===== src/include/port_mp_pkg.sv =====
/*
 Package for the port M / port P pin integration block: register offsets,
 reset values, pin counts and the packed carriers shared by the files.
 Assumes a 32-bit AXI4-Lite register bus with word-aligned registers.
*/
package port_mp_pkg;
	localparam int M_PINS = 4;
	localparam int P_PINS = 6;
	localparam int M_LSB = 2;

	// byte offsets of the registers
	localparam logic [7:0] OFS_M_DATA = 8'h00;
	localparam logic [7:0] OFS_M_READBACK = 8'h04;
	localparam logic [7:0] OFS_M_DIR = 8'h08;
	localparam logic [7:0] OFS_M_DRIVE = 8'h0C;
	localparam logic [7:0] OFS_M_PULL_EN = 8'h10;
	localparam logic [7:0] OFS_M_PULL_POL = 8'h14;
	localparam logic [7:0] OFS_M_OPEN_DRAIN = 8'h18;
	localparam logic [7:0] OFS_P_DATA = 8'h1C;
	localparam logic [7:0] OFS_P_READBACK = 8'h20;
	localparam logic [7:0] OFS_P_DIR = 8'h24;

	localparam logic [7:0] RST_REG = 8'h00;
	localparam logic [1:0] RESP_OKAY = 2'b00;
	localparam logic [1:0] RESP_SLVERR = 2'b10;

	// per-pin resolved controls toward the pad ring
	typedef struct packed {
		logic out;
		logic oe;
		logic reduced;
		logic pull_up;
		logic pull_down;
	} pad_ctl_s;

	// peripheral side of port M: two CAN controllers
	typedef struct packed {
		logic [1:0] can_enable;
		logic [1:0] can_tx;
	} can_side_s;

	// peripheral side of port P
	typedef struct packed {
		logic [5:0] pwm_enable;
		logic [5:0] pwm_out;
		logic pwm5_shutdown;
		logic i2c_enable;
		logic i2c_scl_oe;
		logic i2c_sda_oe;
		logic sci_tx_enable;
		logic sci_rx_enable;
		logic sci_tx;
	} p_side_s;

	typedef struct packed {
		logic awv;
		logic [7:0] awaddr;
		logic wv;
		logic [7:0] wdata;
		logic bvalid;
		logic [1:0] bresp;
		logic arready;
		logic rvalid;
		logic [7:0] rdata;
		logic [1:0] rresp;
	} axi_st_s;
endpackage : port_mp_pkg


===== src/logic/pin_sync.sv =====
/*
 Three-flop input synchroniser for a group of pins; a change is taken once
 the second and third stages agree. Assumes pins are asynchronous to aclk.
*/
`timescale 1ns/100ps
module pin_sync #(
	parameter int W = 4
) (
	input wire logic aclk,
	input wire logic aresetn,
	input wire logic [W-1:0] pin_in,
	output logic [W-1:0] level
);
	typedef struct packed {
		logic [W-1:0] s1;
		logic [W-1:0] s2;
		logic [W-1:0] s3;
		logic [W-1:0] lvl;
	} sync_st_s;
	sync_st_s st_r;
	sync_st_s st_nxt;

	always_comb begin
		st_nxt = st_r;
		st_nxt.s1 = pin_in;
		st_nxt.s2 = st_r.s1;
		st_nxt.s3 = st_r.s2;
		for (int i = 0; i < W; i++) begin
			if (st_r.s2[i] == st_r.s3[i]) begin
				st_nxt.lvl[i] = st_r.s3[i];
			end
		end
	end

	always_ff @(posedge aclk) begin
		if (!aresetn) begin
			st_r <= '0;
		end else begin
			st_r <= st_nxt;
		end
	end

	assign level = st_r.lvl;
endmodule : pin_sync


===== src/logic/port_mp_pins.sv =====
/*
 Pin integration for port M (four pins shared with two CAN controllers)
 and port P (six pins shared with PWM, serial and I2C), with an AXI4-Lite
 register slave. Pads are split into out, output enable and pull controls.
 Assumes the peripheral side signals are synchronous to aclk.
*/
`timescale 1ns/100ps
// Summary of operation
// - readback registers return pins, ignore writes
// - port M direction bits 5:2, 1 output
// - enabled CAN forces transmit out, receive in
// - reduced drive only on output pins
// - port M pull on inputs or open-drain
// - polarity 0 up, 1 down, input only
// - CAN-owned pins allow pull-ups only
// - wired-OR output drives low, floats high
// - wired-OR also governs CAN transmit pins
// - port P priority PWM, serial/I2C, GPIO
// - PWM forces output; channel 5 shutdown input
// - I2C takes pins 5:4 open-drain bidirectional
// - serial transmit pin 0, receive pin 2
// - port P resets to high-impedance inputs
// - port P data reads latch or pin
// - port P direction controls free pins
// - data writes store, drive only outputs
// - port M resets to high-impedance inputs
module port_mp_pins
	import port_mp_pkg::*;
(
	input wire logic aclk,
	input wire logic aresetn,
	input wire logic [7:0] s_axi_awaddr,
	input wire logic s_axi_awvalid,
	output logic s_axi_awready,
	input wire logic [31:0] s_axi_wdata,
	input wire logic [3:0] s_axi_wstrb,
	input wire logic s_axi_wvalid,
	output logic s_axi_wready,
	output logic [1:0] s_axi_bresp,
	output logic s_axi_bvalid,
	input wire logic s_axi_bready,
	input wire logic [7:0] s_axi_araddr,
	input wire logic s_axi_arvalid,
	output logic s_axi_arready,
	output logic [31:0] s_axi_rdata,
	output logic [1:0] s_axi_rresp,
	output logic s_axi_rvalid,
	input wire logic s_axi_rready,
	input wire port_mp_pkg::can_side_s can_side,
	output logic [1:0] can_rx,
	input wire port_mp_pkg::p_side_s p_side,
	output logic pwm5_in,
	output logic i2c_scl_in,
	output logic i2c_sda_in,
	output logic sci_rx,
	input wire logic [3:0] first_port_pins_in,
	output port_mp_pkg::pad_ctl_s [3:0] first_port_pins_ctl,
	input wire logic [5:0] second_port_pins_in,
	output port_mp_pkg::pad_ctl_s [5:0] second_port_pins_ctl
);
	import port_mp_pkg::*;

	typedef struct packed {
		logic [3:0] m_data;
		logic [3:0] m_dir;
		logic [3:0] m_drive;
		logic [3:0] m_pull_en;
		logic [3:0] m_pull_pol;
		logic [3:0] m_od;
		logic [5:0] p_data;
		logic [5:0] p_dir;
		logic wstrb0;
		axi_st_s axi;
		pad_ctl_s [3:0] m_pad;
		pad_ctl_s [5:0] p_pad;
		logic [1:0] can_rx;
		logic pwm5_in;
		logic scl_in;
		logic sda_in;
		logic sci_rx;
	} st_s;
	st_s st_r;
	st_s st_nxt;

	logic [3:0] m_lvl;
	logic [5:0] p_lvl;

	pin_sync #(.W(M_PINS)) u_sync_m (
		.aclk(aclk),
		.aresetn(aresetn),
		.pin_in(first_port_pins_in),
		.level(m_lvl)
	);

	pin_sync #(.W(P_PINS)) u_sync_p (
		.aclk(aclk),
		.aresetn(aresetn),
		.pin_in(second_port_pins_in),
		.level(p_lvl)
	);

	// per-pin ownership, computed combinationally from the live enables
	logic [3:0] m_own;
	logic [3:0] m_fout;
	logic [3:0] m_fdir;
	logic [5:0] p_own;
	logic [5:0] p_fout;
	logic [5:0] p_fdir;
	logic [5:0] p_fod;

	always_comb begin
		m_own = '0;
		m_fout = '0;
		m_fdir = '0;
		for (int c = 0; c < 2; c++) begin
			if (can_side.can_enable[c]) begin
				m_own[2*c+1] = 1'b1;
				m_own[2*c] = 1'b1;
				m_fdir[2*c] = 1'b1;
				m_fout[2*c] = can_side.can_tx[c];
			end
		end
	end

	always_comb begin
		p_own = '0;
		p_fout = '0;
		p_fdir = '0;
		p_fod = '0;
		if (p_side.sci_tx_enable) begin
			p_own[0] = 1'b1;
			p_fdir[0] = 1'b1;
			p_fout[0] = p_side.sci_tx;
		end
		if (p_side.sci_rx_enable) begin
			p_own[2] = 1'b1;
		end
		// I2C open-drain lines, low driven only
		if (p_side.i2c_enable) begin
			p_own[5:4] = 2'b11;
			p_fod[5:4] = 2'b11;
			p_fdir[5] = p_side.i2c_scl_oe;
			p_fdir[4] = p_side.i2c_sda_oe;
			p_fout[5:4] = 2'b00;
		end
		for (int i = 0; i < P_PINS; i++) begin
			if (p_side.pwm_enable[i]) begin
				p_own[i] = 1'b1;
				p_fod[i] = 1'b0;
				p_fdir[i] = !(i == 5 && p_side.pwm5_shutdown);
				p_fout[i] = p_side.pwm_out[i];
			end
		end
	end

	logic aw_go;
	logic w_go;
	logic [7:0] wbyte;
	logic [7:0] rbyte;
	logic rd_hit;
	logic wr_hit;

	always_comb begin
		st_nxt = st_r;
		aw_go = s_axi_awvalid && !st_r.axi.awv;
		w_go = s_axi_wvalid && !st_r.axi.wv;
		if (aw_go) begin
			st_nxt.axi.awv = 1'b1;
			st_nxt.axi.awaddr = s_axi_awaddr;
		end
		if (w_go) begin
			st_nxt.axi.wv = 1'b1;
			st_nxt.axi.wdata = s_axi_wdata[7:0];
			// strobe travels with the data beat; master may drop it once taken
			st_nxt.wstrb0 = s_axi_wstrb[0];
		end
		wbyte = st_r.axi.wdata;
		wr_hit = 1'b1;
		// writes act once address and data held
		if (st_r.axi.awv && st_r.axi.wv && !st_r.axi.bvalid) begin
			st_nxt.axi.awv = 1'b0;
			st_nxt.axi.wv = 1'b0;
			st_nxt.axi.bvalid = 1'b1;
			case (st_r.axi.awaddr & 8'hFC)
				OFS_M_DATA: st_nxt.m_data = wbyte[5:2];
				OFS_M_DIR: st_nxt.m_dir = wbyte[5:2];
				OFS_M_DRIVE: st_nxt.m_drive = wbyte[5:2];
				OFS_M_PULL_EN: st_nxt.m_pull_en = wbyte[5:2];
				OFS_M_PULL_POL: st_nxt.m_pull_pol = wbyte[5:2];
				OFS_M_OPEN_DRAIN: st_nxt.m_od = wbyte[5:2];
				OFS_P_DATA: st_nxt.p_data = wbyte[5:0];
				OFS_P_DIR: st_nxt.p_dir = wbyte[5:0];
				OFS_M_READBACK, OFS_P_READBACK: wr_hit = 1'b1;
				default: wr_hit = 1'b0;
			endcase
			st_nxt.axi.bresp = wr_hit ? RESP_OKAY : RESP_SLVERR;
			// strobe lane 0 off: nothing stored, still answered
			if (!st_r.wstrb0) begin
				st_nxt.m_data = st_r.m_data;
				st_nxt.m_dir = st_r.m_dir;
				st_nxt.m_drive = st_r.m_drive;
				st_nxt.m_pull_en = st_r.m_pull_en;
				st_nxt.m_pull_pol = st_r.m_pull_pol;
				st_nxt.m_od = st_r.m_od;
				st_nxt.p_data = st_r.p_data;
				st_nxt.p_dir = st_r.p_dir;
			end
		end
		if (st_r.axi.bvalid && s_axi_bready) begin
			st_nxt.axi.bvalid = 1'b0;
		end
		rbyte = 8'h00;
		rd_hit = 1'b1;
		case (s_axi_araddr & 8'hFC)
			OFS_M_DATA: rbyte = {2'b00, (st_r.m_data & st_r.m_dir) | (m_lvl & ~st_r.m_dir), 2'b00};
			OFS_M_READBACK: rbyte = {2'b00, m_lvl, 2'b00};
			OFS_M_DIR: rbyte = {2'b00, st_r.m_dir, 2'b00};
			OFS_M_DRIVE: rbyte = {2'b00, st_r.m_drive, 2'b00};
			OFS_M_PULL_EN: rbyte = {2'b00, st_r.m_pull_en, 2'b00};
			OFS_M_PULL_POL: rbyte = {2'b00, st_r.m_pull_pol, 2'b00};
			OFS_M_OPEN_DRAIN: rbyte = {2'b00, st_r.m_od, 2'b00};
			// latch or pin; bits 7:6 zero
			OFS_P_DATA: rbyte = {2'b00, (st_r.p_data & st_r.p_dir) | (p_lvl & ~st_r.p_dir)};
			OFS_P_READBACK: rbyte = {2'b00, p_lvl};
			OFS_P_DIR: rbyte = {2'b00, st_r.p_dir};
			default: rd_hit = 1'b0;
		endcase
		st_nxt.axi.arready = 1'b0;
		if (s_axi_arvalid && !st_r.axi.rvalid && !st_r.axi.arready) begin
			st_nxt.axi.arready = 1'b1;
			st_nxt.axi.rvalid = 1'b1;
			st_nxt.axi.rdata = rbyte;
			st_nxt.axi.rresp = rd_hit ? RESP_OKAY : RESP_SLVERR;
		end else if (st_r.axi.rvalid && s_axi_rready) begin
			st_nxt.axi.rvalid = 1'b0;
		end

		for (int i = 0; i < M_PINS; i++) begin
			logic dir;
			logic od;
			dir = 1'b0;
			od = 1'b0;
			dir = m_own[i] ? m_fdir[i] : st_r.m_dir[i];
			od = st_r.m_od[i];
			st_nxt.m_pad[i].out = m_own[i] ? m_fout[i] : st_r.m_data[i];
			st_nxt.m_pad[i].oe = dir && !(od && st_nxt.m_pad[i].out);
			st_nxt.m_pad[i].reduced = dir && st_r.m_drive[i];
			st_nxt.m_pad[i].pull_up = st_r.m_pull_en[i] && (!dir || od) && !st_r.m_pull_pol[i];
			st_nxt.m_pad[i].pull_down = st_r.m_pull_en[i] && !dir && st_r.m_pull_pol[i];
			if (m_own[i]) begin
				st_nxt.m_pad[i].pull_down = 1'b0;
				st_nxt.m_pad[i].pull_up = st_r.m_pull_en[i] && (!dir || od);
			end
		end
		for (int i = 0; i < P_PINS; i++) begin
			logic dir;
			dir = 1'b0;
			dir = p_own[i] ? p_fdir[i] : st_r.p_dir[i];
			st_nxt.p_pad[i].out = p_own[i] ? p_fout[i] : st_r.p_data[i];
			st_nxt.p_pad[i].oe = dir && !(p_fod[i] && st_nxt.p_pad[i].out);
			st_nxt.p_pad[i].reduced = 1'b0;
			st_nxt.p_pad[i].pull_up = 1'b0;
			st_nxt.p_pad[i].pull_down = 1'b0;
		end
		st_nxt.can_rx[0] = m_lvl[1];
		st_nxt.can_rx[1] = m_lvl[3];
		st_nxt.pwm5_in = p_lvl[5];
		st_nxt.scl_in = p_lvl[5];
		st_nxt.sda_in = p_lvl[4];
		st_nxt.sci_rx = p_lvl[2];
	end

	always_ff @(posedge aclk) begin
		if (!aresetn) begin
			// port P high-impedance inputs; port M also
			st_r <= '0;
		end else begin
			st_r <= st_nxt;
		end
	end

	assign s_axi_awready = !st_r.axi.awv;
	assign s_axi_wready = !st_r.axi.wv;
	assign s_axi_bvalid = st_r.axi.bvalid;
	assign s_axi_bresp = st_r.axi.bresp;
	assign s_axi_arready = st_r.axi.arready;
	assign s_axi_rvalid = st_r.axi.rvalid;
	assign s_axi_rdata = {24'h000000, st_r.axi.rdata};
	assign s_axi_rresp = st_r.axi.rresp;
	assign first_port_pins_ctl = st_r.m_pad;
	assign second_port_pins_ctl = st_r.p_pad;
	assign can_rx = st_r.can_rx;
	assign pwm5_in = st_r.pwm5_in;
	assign i2c_scl_in = st_r.scl_in;
	assign i2c_sda_in = st_r.sda_in;
	assign sci_rx = st_r.sci_rx;
endmodule : port_mp_pins


===== config.mk =====
export PLATFORM = sky130hd
export DESIGN_NAME = port_mp_pins
export DESIGN_NICKNAME = d
export VERILOG_FILES = /design/src/include/port_mp_pkg.sv /design/src/logic/pin_sync.sv /design/src/logic/port_mp_pins.sv
export SDC_FILE = /design/constraint.sdc
export NUM_CORES = 1
export LEC_CHECK = 0
export ABC_AREA = 1
export BUFFER_PORTS_ARGS = -buffer_cell sky130_fd_sc_hd__buf_2
export CAP_MARGIN = 20
export CORE_ASPECT_RATIO = 0.6
export CORE_MARGIN = 8
export CORE_UTILIZATION = 35
export CTS_BUF_LIST = sky130_fd_sc_hd__clkbuf_8 sky130_fd_sc_hd__clkbuf_16
export DETAILED_ROUTE_END_ITERATION = 12
export PLACE_DENSITY_LB_ADDON = 0.05
export SLEW_MARGIN = 10
export SYNTH_ARGS = -nofsm -noshare
export SYNTH_HDL_FRONTEND = slang
export SYNTH_SLANG_ARGS = --single-unit

===== constraint.sdc =====
create_clock -name aclk -period 3.7 [get_ports aclk]
set_clock_uncertainty 0.05 [all_clocks]
set_input_delay 0.37 -clock aclk [delete_from_list [all_inputs] [get_ports aclk]]
set_output_delay 0.37 -clock aclk [all_outputs]
set_load 0.1 [all_outputs]

## Word level (Yosys, flattened, before mapping)

Cells that the tools add are included.

- Bits of input ports: 92
- Register bits after elaboration: 165
- Output and inout bits: 97
- Word-level logic and storage cells: 270

- Reductions and logical operators: 83
- Eq/ne operators: 28
- Bitwise operators: 9
- Muxes and demuxes: 61

Operators with widths:

| kind | count |
|---|---|
| $pmux W6 S10 | 1 |
| $mux W1 | 50 |
| $eq A6 B3 Y1 const B | 8 |
| $logic_and A1 B1 Y1 | 40 |
| $eq A6 B2 Y1 const B | 4 |
| $eq A6 B4 Y1 const B | 4 |
| $reduce_and A3 Y1 | 8 |
| $logic_not A1 Y1 | 20 |
| $mux W2 | 10 |
| $reduce_or A10 Y1 | 2 |
| $logic_not A8 Y1 | 2 |
| $and A6 B6 Y6 | 2 |
| $eq A6 B1 Y1 const B | 2 |
| $reduce_or A2 Y1 | 6 |
| $eq A1 B1 Y1 | 10 |
| $and A4 B4 Y4 | 2 |
| $not A6 Y6 | 1 |
| $or A6 B6 Y6 | 1 |
| $logic_or A1 B1 Y1 | 4 |
| $not A4 Y4 | 1 |
| $or A4 B4 Y4 | 1 |
| $reduce_bool A2 Y1 | 1 |
| $not A1 Y1 | 1 |

## Logic depth before layout (Yosys ltp)

- Word-level depth: 7
- Depth in mapped cells: 10
- Depth with buffers taken out: 9

## Cells and area by module

A second synthesis with hierarchy kept.

- Cell total of the unflattened synthesis: 766
- Area, all modules: 6164.7 µm²

Modules (own cells, without submodules):

| module | area an instance (µm²) | cells each | times used | seq. area each (µm²) |
|---|---|---|---|---|
| port_mp_pins | 4883.4 | 623 | 1 | 1981.9 |
| pin_sync (u_sync_p) | 774.5 | 86 | 1 | 480.5 |
| pin_sync (u_sync_m) | 506.7 | 57 | 1 | 320.3 |

## Worst setup path before layout

No wires, ideal clock.

- Path kind: register to register
- Start: reg st_r (netlist bit s_axi_bvalid)
- End: reg st_r[100] in the netlist's numbering
- Arrival: 1.719 ns
- Path buffers: 0
- Library setup time: 0.124 ns
- Cell stages (with the launch flop): 8
- Data required time: 3.526 ns
- Setup slack: 1.807 ns
- Period minus slack after synthesis: 1.893 ns
- Path through: dfxtp_1 > nor2_2 > nand2_2 > nor2_4 > nand3_1 > clkinv_1 > o21ai_0 > a21oi_1

- Longest elaborated chain between the ends: 3

Ends and longest elaborated chain:

| element | line | RTL |
|---|---|---|
| from (decl) | port_mp_pins.sv:82 | `st_s st_r;` |
| from (signal assigned) | port_mp_pins.sv:278 | `st_r <= st_nxt;` |
| $logic_not A1 Y1 | port_mp_pins.sv:180 | `if (st_r.axi.awv && st_r.axi.wv && !st_r.axi.bvalid) begin` |
| $logic_and A1 B1 Y1 | port_mp_pins.sv:180 |  |
| $reduce_and A3 Y1 (no line) | n/a |  |

Every way passes these cells.
A chain may end at the register's enable or synchronous reset.

## Worst setup path after layout

- Start: reg st_r[87] in the netlist's numbering
- End: reg st_r[91] in the netlist's numbering

- Longest elaborated chain between the ends: 2

Ends and longest elaborated chain:

| element | line | RTL |
|---|---|---|
| $eq A6 B4 Y1 | port_mp_pins.sv:184 | `case (st_r.axi.awaddr & 8'hFC)` |
| $reduce_and A3 Y1 (no line) | n/a |  |

Every way passes these cells.

==> summary.txt <==
Synthesis
  • YS warnings: 0
  • Seq cells post-synth: 139
  • Post-synth ARST share: 0%
  • Most frequent cell after synthesis: dfxtp_1
  • Main flop type after synthesis: dfxtp_1
  • Mapped Area: 0.00589 sq mm
  • Yosys top cell area share: 47.3%
  • Distinct cell type count after synthesis: 33
  • Avg Cell Area, Syn: 7.85 sq um
  • Post-synth EDFFs: 0
  • Synth top cells by count: dfxtp_1 (139), nand2_1 (108), buf_4 (91), inv_1 (86), a21oi_1 (71)
  • Sequential-to-total area share from yosys stat: 47.3%
  • Synth Instances: 750
  • Cell accounting for the most synthesized area: dfxtp_1
  • Dominant cells by area after synthesis: dfxtp_1 (47%), buf_4 (12%), nand2_1 (6.9%), a21oi_1 (6.0%), o21ai_0 (5.7%)

Worst setup path
  • Worst Reg-to-Reg Cells: 6
  • Buf/Inv on CP: 0
  • Critical path endpoint: st_r[91]$_SDFFE_PN0P_
  • Setup Crit Path Kind: register to register
  • CP max FO: 12
  • Worst path most repeated cell: nand3_1
  • CP Launch Type: register
  • Slowest library cell on the worst path: nand3_1
  • Critical R2R Capture: st_r[91]$_SDFFE_PN0P_
  • Crit-path leading delay family: simple AND/OR/NAND/NOR gates
  • R2R setup slack: 1.87 ns
  • Largest stage delay, worst path: 0.39 ns
  • CP endpoint kind: register
  • CP Depth: 6
  • CP Data Required Time: 3.94 ns
  • CP cell instances: nor2_2 > nand3_1 > nor2_1 > nand3_1 > o21ai_0 > a21oi_1
  • CP startpoint: st_r[87]$_SDFFE_PN0P_
  • RR Startpoint: st_r[87]$_SDFFE_PN0P_
  • Crit path arrival time: 2.06 ns

Routing
  • DRT met1 WL: 7540 um
  • # DRC: 0
  • Via count: 4735
  • Detail Route Antenna Nets: 0
  • Vias/cell: 4.48
  • WL met2: 6360 um
  • Routed WL: 15300 um
  • WL met3: 1200 um
  • First DRT Iteration DRCs: 209
  • Max Used Layer: met4
  • DRT Pass-1 Iters: 5
  • DR WL/cell: 14.5 um

Clock tree
  • Reg clk slew, reported paths: 0.06 ns
  • CTS HTree Levels: 4
  • Post-CTS resize count: 0
  • Post-CTS Setup Inserts: 0
  • Worst-skew pair later-pin latency: 0.42 ns
  • CTS tree: done
  • CTS Buf Count: 17
  • Post-CTS Hold Fix Bufs: 0
  • Root buf cell: clkbuf_16
  • Max Root-Sink Buffers: 2
  • CTS sink cnt: 139

Cells and area
  • Area Growth Syn to Fin: 15.1%
  • Fraction of layout cells with a size suffix above 1: 19.7%
  • Multi-input combinational cell area: 0.00218 sq mm
  • Number of fillers in the final layout: 1772
  • Final core occ: 41.4%
  • N_diodes: 0
  • Layout Nets: 908
  • Register area: 0.00278 sq mm

Flow run
  • Max Cap Viol: 0

Power and ir drop
  • PD cells: 576 mW/mm^2
  • P_leak: 3.29 nW
  • VDD IR max: 0.261 mV

Timing
  • Slew Limit Headroom: 38.3%
  • RSZ-0062 raised after global routing: no
  • Final setup vio count: 0
  • Final-report hold violation count: 0
  • Minimum clock period: 1.83 ns
  • Maximum clock rate: 0.548 GHz
  • Period utilization: 49.3%
  • Worst hold slack: 0.0842 ns
  • Worst slew pin tran: 0.925 ns
  • Post-Route Setup TNS: 0 ns
  • Slew Viols, Final: 0

GRT
  • Vias in the first global route: 4571
  • Gr usage total: 14.2%
  • Remaining Overflow, GRT: 0
  • Antenna violations before repair: 0
  • Largest net degree at the start of global routing: 104
  • First-pass GRT wire length: 23700 um

Die
  • Core area: 0.0164 sq mm
  • Num rows: 36
  • Top Ports: 189
  • Initial core utilization: 36.0%
  • Die W: 183 um
  • Die area: 0.0214 sq mm
  • Die H: 116 um

Placed design
  • Routability cong.: 0.790
  • Port Buffers: 109
  • Final HPWL DP: 11400 um

Worst hold path
  • HP Start: second_port_pins_in[4]
  • HP Class: input pin to register
  • WHS Path Cells: 3

Status
  • Status: complete, no violations
==> state kept, by name, indices dropped and copies added, names as in the netlist, 6 cells and up <==
name / cells
st_r: 45
u_sync_m.st_nxt: 8
s_axi_rdata: 6
u_sync_p.level: 6
second_port_pins_ctl: 12
first_port_pins_ctl: 20
wbyte: 6
u_sync_p.st_r: 6
u_sync_p.st_nxt: 12
==> tightest hold or removal path: stages <==
cell     delay [ns]
buf_2          0.07
nand2_1        0.04
inv_1          0.04
==> worst min path at each step <==
| stage | slack [ns] | to |
|---|---|---|
| after global routing | 0.07 | s_axi_bvalid$_SDFFE_PP0P_ |
| after global placement | 0.35 | u_sync_p.st_nxt[11]$_SDFF_PN0_ |
| final | 0.08 | u_sync_p.st_nxt[16]$_SDFF_PN0_ |
| after detailed placement | 0.35 | u_sync_m.st_nxt[6]$_SDFF_PN0_ |
| after CTS | 0.07 | u_sync_p.st_nxt[12]$_SDFF_PN0_ |
| after floorplan | 0.34 | u_sync_m.st_nxt[4]$_SDFF_PN0_ |
==> placed cells by master (no fill, tap or decap), types with 3 or more instances in the layout <==
cell type   count
a211oi_1        3
nor2_1         63
bufinv_16       4
a31oi_1         3
nor3b_1         6
nor2_2          6
nand4_1        13
a21oi_1        71
o21ai_0        67
clkinv_1        3
conb_1         46
buf_2         109
inv_1          87
nand3_1        35
nand2_1       108
o21bai_1        5
clkinvlp_4      4
nor3_1          9
clkbuf_16      17
nor2_4          7
dfxtp_1       139
==> routing by layer <==
metal	vias up	global-route usage, %
met5	-	0
met4	0	5.18
met3	16	4.66
met2	160	20.8
met1	2141	19.1
li1	2418	-
==> where the power goes <==
group / internal, mW / switching (mW) / total, mW
combinational: 0.0662 / 0.446 / 0.512
sequential: 1.54 / 0.0191 / 1.56
clock: 1.15 / 0.684 / 1.83
==> kinds of logic after synthesis <==
kind of cell | share of synthesized area (%)
AO/OA/AOI/OAI | 14.2
buffers and inverters | 18.6
flip-flops | 47.3
multiplexers | 0.170
other | 0.0637
AND/OR/NAND/NOR | 19.7
==> area by class of cell <==
cell class	instances	area share, %
clock buffer	18	6.48
multi-input combinational	457	32.2
inverter	91	5.04
timing repair buffer	110	8.16
tap	228	4.21
clock inverter	14	2.86
sequential	139	41.1
==> metrics by stage <==
stage	worst slack, ns	area (sq um)	power [mW]	instances
2_1_floorplan	1.81	6060	2.07	795
3_3_place_gp	1.70	6140	2.10	1025
3_5_place_dp	1.67	6140	2.10	1025
4_1_cts	1.86	6780	3.94	1057
5_1_grt	1.70	6780	4.04	1057
6_report	1.87	6780	3.90	1057
Note: power is estimated with default switching activity, not from simulation.
